--- config.mk ---
export PLATFORM = sky130hd
export DESIGN_NAME = fpp_sequencer
export DESIGN_NICKNAME = d
export VERILOG_FILES = /design/src/design/fpp_pkg.sv /design/src/design/fpp_sequencer.sv
export VERILOG_INCLUDE_DIRS = /design/src /design/src/design
export SDC_FILE = /design/constraint.sdc
export NUM_CORES = 2
export LEC_CHECK = 0
export BUFFER_PORTS_ARGS = -buffer_cell sky130_fd_sc_hd__buf_2
export CAP_MARGIN = 5
export CORE_MARGIN = 4
export CORE_UTILIZATION = 65
export CTS_BUF_LIST = sky130_fd_sc_hd__clkbuf_8
export DETAILED_ROUTE_END_ITERATION = 10
export PLACE_DENSITY = 0.82
export SLEW_MARGIN = 0
export SYNTH_ARGS = -nofsm -noshare
export SYNTH_HDL_FRONTEND = slang
export SYNTH_SLANG_ARGS = --single-unit
--- constraint.sdc ---
create_clock -name clk_i -period 50.1 [get_ports clk_i]
set_input_delay 5.01 -clock clk_i [delete_from_list [all_inputs] [get_ports clk_i]]
set_output_delay 5.01 -clock clk_i [all_outputs]
set_load 0.05 [all_outputs]
--- src/design/fpp_cfg.svh ---
`ifndef FPP_CFG_SVH
`define FPP_CFG_SVH
// Register byte offsets
`define FPP_OFS_CTRL 5'h00
`define FPP_OFS_STAT 5'h04
`define FPP_OFS_AUX 5'h08
`define FPP_OFS_BANK 5'h0C
`define FPP_OFS_DATA_POINTER 5'h10
`define FPP_OFS_XDATA 5'h14
// Field positions
`define FPP_KEY_MSB 7
`define FPP_KEY_LSB 4
`define FPP_MAP_BIT 3
`define FPP_ERR_BIT 2
`define FPP_EXT_BIT 1
// Launch key values
`define FPP_KEY_ARM 4'h5
`define FPP_KEY_GO 4'hA
// Target space select codes
`define FPP_SEL_ARRAY 3'h0
`define FPP_SEL_XROW 3'h1
`define FPP_SEL_ERASE 3'h2
`define FPP_SEL_LRST 3'h3
`define FPP_SEL_SEC 3'h4
`define FPP_SEL_FUSE 3'h5
// Reset and fixed values
`define FPP_CTRL_RST 8'h00
`define FPP_ERASED_BYTE 8'hFF
`define FPP_LAST_COL 7'h7F
`define FPP_RESP_OK 2'h0
`define FPP_RESP_ERR 2'h2
// Timing, clock 25 MHz
`define FPP_CLK_NS 40
`define FPP_ERASE_NS 2000
`define FPP_BYTE_NS 160
`define FPP_ERASE_CYC ((`FPP_ERASE_NS + `FPP_CLK_NS - 1) / `FPP_CLK_NS)
`define FPP_BYTE_CYC ((`FPP_BYTE_NS + `FPP_CLK_NS - 1) / `FPP_CLK_NS)
`endif

--- src/design/fpp_pkg.sv ---
package fpp_pkg;
  typedef enum logic [1:0] {FPP_IDLE, FPP_ERASE, FPP_PROG} fpp_st_e;
  // Command stream toward the flash array
  typedef struct packed {
    logic erase;
    logic we;
    logic [2:0] space;
    logic [2:0] bank;
    logic [7:0] page;
    logic [6:0] col;
    logic [7:0] data;
  } fpp_cmd_s;
  // Plain data-space write toward the RAM
  typedef struct packed {
    logic we;
    logic ext;
    logic [15:0] addr;
    logic [7:0] data;
  } fpp_xd_s;
  // Whole state of the sequencer
  typedef struct packed {
    fpp_st_e st;
    logic [7:0] cnt;
    logic [6:0] col;
    logic [2:0] op;
    logic busy;
    logic map;
    logic [2:0] sel;
    logic ext;
    logic [2:0] bank;
    logic [15:0] data_pointer;
    logic err;
    logic armed;
    logic loaded;
    logic erased;
    logic [127:0][7:0] lat;
    logic [127:0] ldm;
    logic [7:0] pg;
    logic [2:0] pbank;
    logic [2:0] code_space;
    logic awr;
    logic bv;
    logic [1:0] bresp;
    logic arr;
    logic rv;
    logic [1:0] rresp;
    logic [31:0] rdata;
    fpp_cmd_s cmd;
    fpp_xd_s xd;
  } fpp_state_s;
endpackage

--- src/design/fpp_sequencer.sv ---
`timescale 1ns/100ps
`include "fpp_cfg.svh"
// How it works
// - User flash readable only, never data-written
// - Latch map overrides external RAM select
// - Select field picks space shown to reads
// - Bits 6:0 byte, bits 14:7 page
// - Select decodes array, row, erase, reset, bytes
// - Launch only after key 5 then A
// - Key 5 idles; key A runs selection
// - Keys back to back or no program
// - Destination taken from final key write
// - Codes 4 and 5 write one byte; 6 and 7 do nothing
// - Security bits set only where erased
// - One to 128 latch bytes, any order
// - Page and bank from last load
// - Nothing loaded: program or latch reset does nothing, flags error
// - Latch writes ignored while busy
// - Page erased first; unloaded bytes stay FF
// - Busy flag tracks programming, read only
// - Loaded flag set on load, cleared on success
// - Error flag cleared by software or success
module fpp_sequencer (
  input wire logic clk_i,
  input wire logic sys_rst_i,
  input wire logic [4:0] s_axi_awaddr,
  input wire logic s_axi_awvalid,
  output logic s_axi_awready,
  input wire logic [31:0] s_axi_wdata,
  input wire logic [3:0] s_axi_wstrb,
  input wire logic s_axi_wvalid,
  output logic s_axi_wready,
  output logic [1:0] s_axi_bresp,
  output logic s_axi_bvalid,
  input wire logic s_axi_bready,
  input wire logic [4:0] s_axi_araddr,
  input wire logic s_axi_arvalid,
  output logic s_axi_arready,
  output logic [31:0] s_axi_rdata,
  output logic [1:0] s_axi_rresp,
  output logic s_axi_rvalid,
  input wire logic s_axi_rready,
  input wire logic [7:0] sec_byte_i,
  output fpp_pkg::fpp_cmd_s flash_cmd_o,
  output fpp_pkg::fpp_xd_s xdata_o,
  output logic [2:0] code_space_o,
  output logic flash_busy_o
);
  import fpp_pkg::*;

  localparam int ERC = `FPP_ERASE_CYC;
  localparam logic [7:0] ERASE_LOAD = 8'(`FPP_ERASE_CYC - 1);
  localparam logic [7:0] BYTE_LOAD = 8'(`FPP_BYTE_CYC - 1);

  fpp_state_s r;
  fpp_state_s n;
  logic wr_go;
  logic rd_go;
  logic ctrl_wr;
  logic [3:0] key;
  logic lat_try;

  ////////////////////////////////////////////////////////////////////////
  // Bus handshakes: ready rises one cycle after valid, and the request is taken while ready is high
  assign wr_go = r.awr && s_axi_awvalid && s_axi_wvalid;
  assign rd_go = r.arr && s_axi_arvalid;
  assign ctrl_wr = wr_go && s_axi_awaddr == `FPP_OFS_CTRL && s_axi_wstrb[0];
  assign key = s_axi_wdata[`FPP_KEY_MSB:`FPP_KEY_LSB];
  assign lat_try = wr_go && s_axi_awaddr == `FPP_OFS_XDATA
                   && s_axi_wstrb[0] && r.map;

  // Byte sent for one column; unloaded columns keep the erased value
  function automatic logic [7:0] prog_byte(fpp_state_s s, logic [6:0] c,
                                           logic [7:0] sec);
    logic [7:0] b;
    b = s.ldm[c] ? s.lat[c] : `FPP_ERASED_BYTE;
    if (s.op == `FPP_SEL_SEC && !s.erased) begin
      b = b & sec;
    end
    return b;
  endfunction

  ////////////////////////////////////////////////////////////////////////
  // Next state
  always_comb begin
    logic set_err;
    logic clr_err;
    logic [2:0] sel_w;
    set_err = 1'b0;
    clr_err = 1'b0;
    sel_w = s_axi_wdata[2:0];
    n = r;
    n.cmd.we = 1'b0;
    n.xd.we = 1'b0;
    // Write channel: both address and data are needed before ready
    n.awr = !r.awr && !r.bv && s_axi_awvalid && s_axi_wvalid;
    if (r.bv && s_axi_bready) begin
      n.bv = 1'b0;
    end
    if (wr_go) begin
      n.bv = 1'b1;
      n.bresp = `FPP_RESP_OK;
      case (s_axi_awaddr)
        `FPP_OFS_CTRL, `FPP_OFS_AUX, `FPP_OFS_BANK, `FPP_OFS_DATA_POINTER,
        `FPP_OFS_XDATA, `FPP_OFS_STAT: n.bresp = `FPP_RESP_OK;
        default: n.bresp = `FPP_RESP_ERR;
      endcase
      // Any access other than the key write breaks an armed sequence
      if (r.armed && !ctrl_wr) begin
        set_err = 1'b1;
        n.armed = 1'b0;
      end
    end
    if (rd_go && r.armed) begin
      set_err = 1'b1;
      n.armed = 1'b0;
    end
    if (wr_go && s_axi_wstrb[0]) begin
      case (s_axi_awaddr)
        `FPP_OFS_AUX: n.ext = s_axi_wdata[`FPP_EXT_BIT];
        `FPP_OFS_BANK: n.bank = s_axi_wdata[2:0];
        `FPP_OFS_STAT: clr_err = s_axi_wdata[`FPP_ERR_BIT];
        default: ;
      endcase
    end
    if (wr_go && s_axi_awaddr == `FPP_OFS_DATA_POINTER) begin
      if (s_axi_wstrb[0]) n.data_pointer[7:0] = s_axi_wdata[7:0];
      if (s_axi_wstrb[1]) n.data_pointer[15:8] = s_axi_wdata[15:8];
    end
    // Data-space write: latches when mapped, else plain RAM
    if (wr_go && s_axi_awaddr == `FPP_OFS_XDATA && s_axi_wstrb[0]) begin
      if (r.map) begin
        if (!r.busy) begin
          n.lat[r.data_pointer[6:0]] = s_axi_wdata[7:0];
          n.ldm[r.data_pointer[6:0]] = 1'b1;
          n.loaded = 1'b1;
          n.pg = r.data_pointer[14:7];
          n.pbank = r.data_pointer[15] ? r.bank : 3'h0;
        end
      end else begin
        n.xd.we = 1'b1;
        n.xd.ext = r.ext;
        n.xd.addr = r.data_pointer;
        n.xd.data = s_axi_wdata[7:0];
      end
    end
    // Keyed activation on the control register
    if (ctrl_wr) begin
      n.map = s_axi_wdata[`FPP_MAP_BIT];
      n.sel = sel_w;
      n.armed = 1'b0;
      if (key == `FPP_KEY_ARM) begin
        if (r.armed) set_err = 1'b1;
        n.armed = 1'b1;
      end else if (key == `FPP_KEY_GO) begin
        if (!r.armed || r.busy) begin
          set_err = 1'b1;
        end else begin
          case (sel_w)
            `FPP_SEL_ARRAY, `FPP_SEL_XROW, `FPP_SEL_SEC, `FPP_SEL_FUSE: begin
              if (!r.loaded) begin
                set_err = 1'b1;
              end else begin
                clr_err = 1'b1;
                n.loaded = 1'b0;
                n.op = sel_w;
                n.st = FPP_ERASE;
                n.cnt = ERASE_LOAD;
              end
            end
            `FPP_SEL_ERASE: begin
              clr_err = 1'b1;
              n.op = sel_w;
              n.st = FPP_ERASE;
              n.cnt = ERASE_LOAD;
            end
            `FPP_SEL_LRST: begin
              if (!r.loaded) begin
                set_err = 1'b1;
              end else begin
                clr_err = 1'b1;
                n.loaded = 1'b0;
                n.ldm = '0;
              end
            end
            default: ;
          endcase
        end
      end else if (r.armed) begin
        set_err = 1'b1;
      end
    end
    // Setting the error wins over any clear in the same cycle
    n.err = set_err || (r.err && !clr_err);
    // Program-memory reads see array, extra row or security byte
    case (n.sel)
      `FPP_SEL_XROW, `FPP_SEL_SEC: n.code_space = n.sel;
      default: n.code_space = `FPP_SEL_ARRAY;
    endcase
    // Erase then program sequencer
    case (r.st)
      FPP_IDLE: ;
      FPP_ERASE: begin
        n.cnt = r.cnt - 8'h01;
        if (r.cnt == 8'h00) begin
          if (r.op == `FPP_SEL_ERASE) begin
            n.erased = 1'b1;
            n.st = FPP_IDLE;
          end else begin
            n.st = FPP_PROG;
            n.cnt = BYTE_LOAD;
            n.col = 7'h00;
            n.cmd.we = 1'b1;
            n.cmd.col = 7'h00;
            n.cmd.data = prog_byte(r, 7'h00, sec_byte_i);
          end
        end
      end
      FPP_PROG: begin
        n.cnt = r.cnt - 8'h01;
        if (r.cnt == 8'h00) begin
          if (r.col == `FPP_LAST_COL || r.op == `FPP_SEL_SEC
              || r.op == `FPP_SEL_FUSE) begin
            n.st = FPP_IDLE;
          end else begin
            n.col = r.col + 7'h01;
            n.cnt = BYTE_LOAD;
            n.cmd.we = 1'b1;
            n.cmd.col = n.col;
            n.cmd.data = prog_byte(r, n.col, sec_byte_i);
          end
        end
      end
      default: n.st = FPP_IDLE;
    endcase
    n.cmd.erase = n.st == FPP_ERASE;
    n.cmd.space = n.op;
    n.cmd.page = r.pg;
    n.cmd.bank = r.pbank;
    n.busy = n.st != FPP_IDLE;
    // Read channel; the sampled status reflects this cycle's flops
    n.arr = !r.arr && !r.rv && s_axi_arvalid;
    if (r.rv && s_axi_rready) begin
      n.rv = 1'b0;
    end
    if (rd_go) begin
      n.rv = 1'b1;
      n.rresp = `FPP_RESP_OK;
      n.rdata = 32'h0000_0000;
      case (s_axi_araddr)
        `FPP_OFS_CTRL: n.rdata[3:0] = {r.map, r.sel};
        `FPP_OFS_STAT: n.rdata[2:0] = {r.err, r.loaded, r.busy};
        `FPP_OFS_AUX: n.rdata[`FPP_EXT_BIT] = r.ext;
        `FPP_OFS_BANK: n.rdata[2:0] = r.bank;
        `FPP_OFS_DATA_POINTER: n.rdata[15:0] = r.data_pointer;
        `FPP_OFS_XDATA: ;
        default: n.rresp = `FPP_RESP_ERR;
      endcase
    end
  end

  // State register; the all-zero value is the reset state
  always_ff @(posedge clk_i or posedge sys_rst_i) begin
    if (sys_rst_i) begin
      r <= '0;
    end else begin
      r <= n;
    end
  end

  ////////////////////////////////////////////////////////////////////////
  // Outputs straight from the state flops
  assign s_axi_awready = r.awr;
  assign s_axi_wready = r.awr;
  assign s_axi_bvalid = r.bv;
  assign s_axi_bresp = r.bresp;
  assign s_axi_arready = r.arr;
  assign s_axi_rvalid = r.rv;
  assign s_axi_rresp = r.rresp;
  assign s_axi_rdata = r.rdata;
  assign flash_cmd_o = r.cmd;
  assign xdata_o = r.xd;
  assign code_space_o = r.code_space;
  assign flash_busy_o = r.busy;
endmodule

==> metrics <==
GRT Util Overall=30.3%; initial antenna violation count=4; Hold Path Cell Cnt=0; Final Critical Period=8.41 ns; hold_buf cts=0; worst endpoint data arrival time=about 9 ns; Max-slew headroom=17.0%; skew final=0.0368 ns; most common cell in the netlist=dfrtp_1; async set or reset register ratio after synthesis=100%; RSZ-0062 raised after global routing=false; Iter 0 DRT Violations=3541; synthesized instance count=4091; cell taking the most area after synthesis=dfrtp_1; post-synth top area share=54.9%; Post-Layout Inst Area=approximately 64000 sq um; CTS Buf Count=199; Synth Cell Area=58900 sq um; FMAX=0.119 GHz; Starting Density=65.5%; Clock Tree Root=clkbuf_8; nets=4200; clock tree from TritonCTS=done; Hold Crit Start=n[46]$_DFFE_PP0P_; Syn Area/Cell=14.4 sq um; H-tree depth=4; drt drc=0; gr ovfl total=0; worst slew pin tran=approximately 1.2 ns; delay-heaviest family, CP=simple AND/OR/NAND/NOR gates; Min-Delay Path Class=reg -> reg; Clock Sink Count=1291; Worst Hold End=flash_cmd_o[20]$_DFF_PP0_; die height=approximately 310 um; wire per inst=between 20 and 30 um; vias in the first global route=between 30000 and 40000; via density per instance=6.59; GP Congestion=0.868; Critical path buffers and inverters=1; most used cell, CP=and3_1; kind of critical path=in -> reg; maxcap violations=0; DR vias=35972; Main synth FF type=dfrtp_1; #FFs+latches synth=1291; largest net degree at the start of global routing=roughly 200; worst path cell trace=buf_2 -> and3_1 -> and3_1 -> nand3_1 -> or3b_1 -> nor2_1 -> nand3_2 -> nor2_2 -> mux2_2; die area=95400 sq um; Final Slew Violations=0; Worst Reg-to-Reg Cells=11; # rows=110; post-detail-place hpwl=86.0 mm; layout cells sized above 1=roughly 44%; Lkg Pwr=31.1 nW; PnR Total Power=roughly 1.9 mW; final setup fails=0; Fin Setup TNS=0 ns; Core Region=89900 sq um; Area Overhead vs Synth=8.21%; global-route wire length before repair=220 mm; synth warn=0; Area after DPL=59800 sq um; crit path max fanout=17; Routed WL=142 mm; fillers=5804; CTS max path bufs=3; Post-Layout Cell Count=around 5500; FF-to-FF End=flash_cmd_o[7]$_DFFE_PP0P_; Reg2Reg Setup Slack=approximately 43 ns; top post-synthesis cells by area=dfrtp_1 (55%), mux2_2 (20%), mux4_2 (11%), nand2_1 (1.8%), buf_4 (1.3%); TritonRoute pass-1 iters=5; postcts setup bufs=0; worst r2r src=r[1295]$_DFFE_PP0P_; fin crit share=16.8%; top cells by count, synth=dfrtp_1 (1291), mux2_2 (1038), mux4_2 (288), nand2_1 (276), clkbuf_1 (195); final hold violations=0; Die Wd=309 um; Final ANT Viol Nets=0; Slowest cell on crit path=nand3_2; EDFF count, synth=0; PortBufs=approximately 130; Crit path required time=50.83 ns; DP Cell Count=5107; Worst setup EP type=flop; Critical Path Max Stage Delay=0.95 ns; status=finished clean; I/O pin count=~160; sequential-to-total area share from yosys stat=between 50% and 60%; clock transition at the registers of the reported paths=0.06 ns; Skew-Pair Late Insertion Delay=around 0.87 ns; # resized after CTS=0; Yosys cell types=68; startpoint types=input pin; Cell Pwr Density=30.5 nW/um^2; Max VDD drop=22.2 uV
[where the power goes]
group | switching (mW) | internal, mW | total [mW] | leakage (nW)
Sequential | 0.00159 | 1.05 | 1.05 | 17.7
Combinational | 0.0473 | 0.00638 | 0.0537 | 11.2
Clock | 0.403 | 0.438 | 0.841 | 2.28
Total | 0.452 | 1.49 | 1.94 | 31.1
[final cells by class]
| cell class | instances | area [sq um] | area share (%) |
|---|---|---|---|
| Timing Repair Buffer | 187 | 1170 | 1.84 |
| Clock buffer | 244 | 3360 | 5.27 |
| Clock inverter | 106 | 485 | 0.762 |
| Multi-Input combinational cell | 2367 | 24600 | 38.6 |
| Tap cell | 1176 | 1470 | 2.31 |
| Sequential cell | 1291 | 32300 | 50.7 |
| Inverter | 86 | 330 | 0.519 |
| Antenna cell | 3 | 7.51 | 0.0118 |
[metal layers]
metal | global-route usage (%) | routed length (um) | up-vias
met5 | 0 | 9 | -
met4 | 12.2 | 5650 | 2
met3 | 6.94 | 11500 | 330
met2 | 47.3 | 66400 | 1503
met1 | 42.4 | 58900 | 19212
li1 | - | - | 14925
[placed cells by master (no fill, tap or decap), types with 9 or more instances in the layout]
master,n
dfrtp_1,1290
mux2_1,42
nor2_1,49
a21oi_1,19
conb_1,19
clkinv_2,9
clkbuf_8,244
and3_1,17
nor3_1,20
nand3_1,69
nand2_1,276
o21a_1,66
inv_1,168
buf_4,64
a32oi_1,17
a31oi_1,27
a21boi_0,64
o21ai_0,41
mux2i_1,29
a22o_1,34
o22ai_1,20
nor2_2,67
buf_2,118
mux2_2,1038
a22oi_1,20
nand2_2,37
mux4_2,288
[through the flow]
| stage | hold WS [ns] | util [%] | setup WS (ns) |
|---|---|---|---|
| 6_report | 0.370 | 70.9 | 41.69 |
| 5_1_grt | 0.379 | 70.9 | 41.17 |
| 4_1_cts | 0.372 | 70.9 | 41.70 |
| 3_5_place_dp | 0.358 | 66.6 | 40.78 |
| 3_3_place_gp | 0.353 | 66.6 | 40.80 |
| 2_1_floorplan | 0.349 | - | 8.70 |
[sequential cells by signal (all words and copies together) (netlist names), 3 cells and up]
name and cells:
s_axi_rdata 16, code_space_o 3, n 11, xdata_o 26, r 1197, flash_cmd_o 31
[worst max path at each step]
| stage | start | to | slack [ns] | depth (start not counted) |
|---|---|---|---|---|
| 2_1_floorplan | sys_rst_i | code_space_o[0]$_DFF_PP0_ | 8.70 | 1 |
| 3_3_place_gp | sys_rst_i | r[848]$_DFFE_PP0P_ | 40.80 | 6 |
| 3_5_place_dp | sys_rst_i | r[831]$_DFFE_PP0P_ | 40.78 | 6 |
| 4_1_cts | sys_rst_i | r[824]$_DFFE_PP0P_ | 41.70 | 6 |
| 5_1_grt | sys_rst_i | r[837]$_DFFE_PP0P_ | 41.17 | 6 |
| 6_report | s_axi_wvalid | r[735]$_DFFE_PP0P_ | 41.69 | 9 |
[cell families after synthesis]
| group | Yosys count | synth area share [%] |
|---|---|---|
| xor gates and xnor gates | 11 | 0.164 |
| other | 1 | 0.00637 |
| muxes | 1397 | 32.2 |
| buffers and inverters | 451 | 3.67 |
| DFF | 1291 | 54.9 |
| AOI/OAI and AO/OA | 342 | 4.18 |
| adders and majority gates | 7 | 0.149 |
| and+or+nand+nor | 591 | 4.78 |
(Power assumes the default switching activity.)
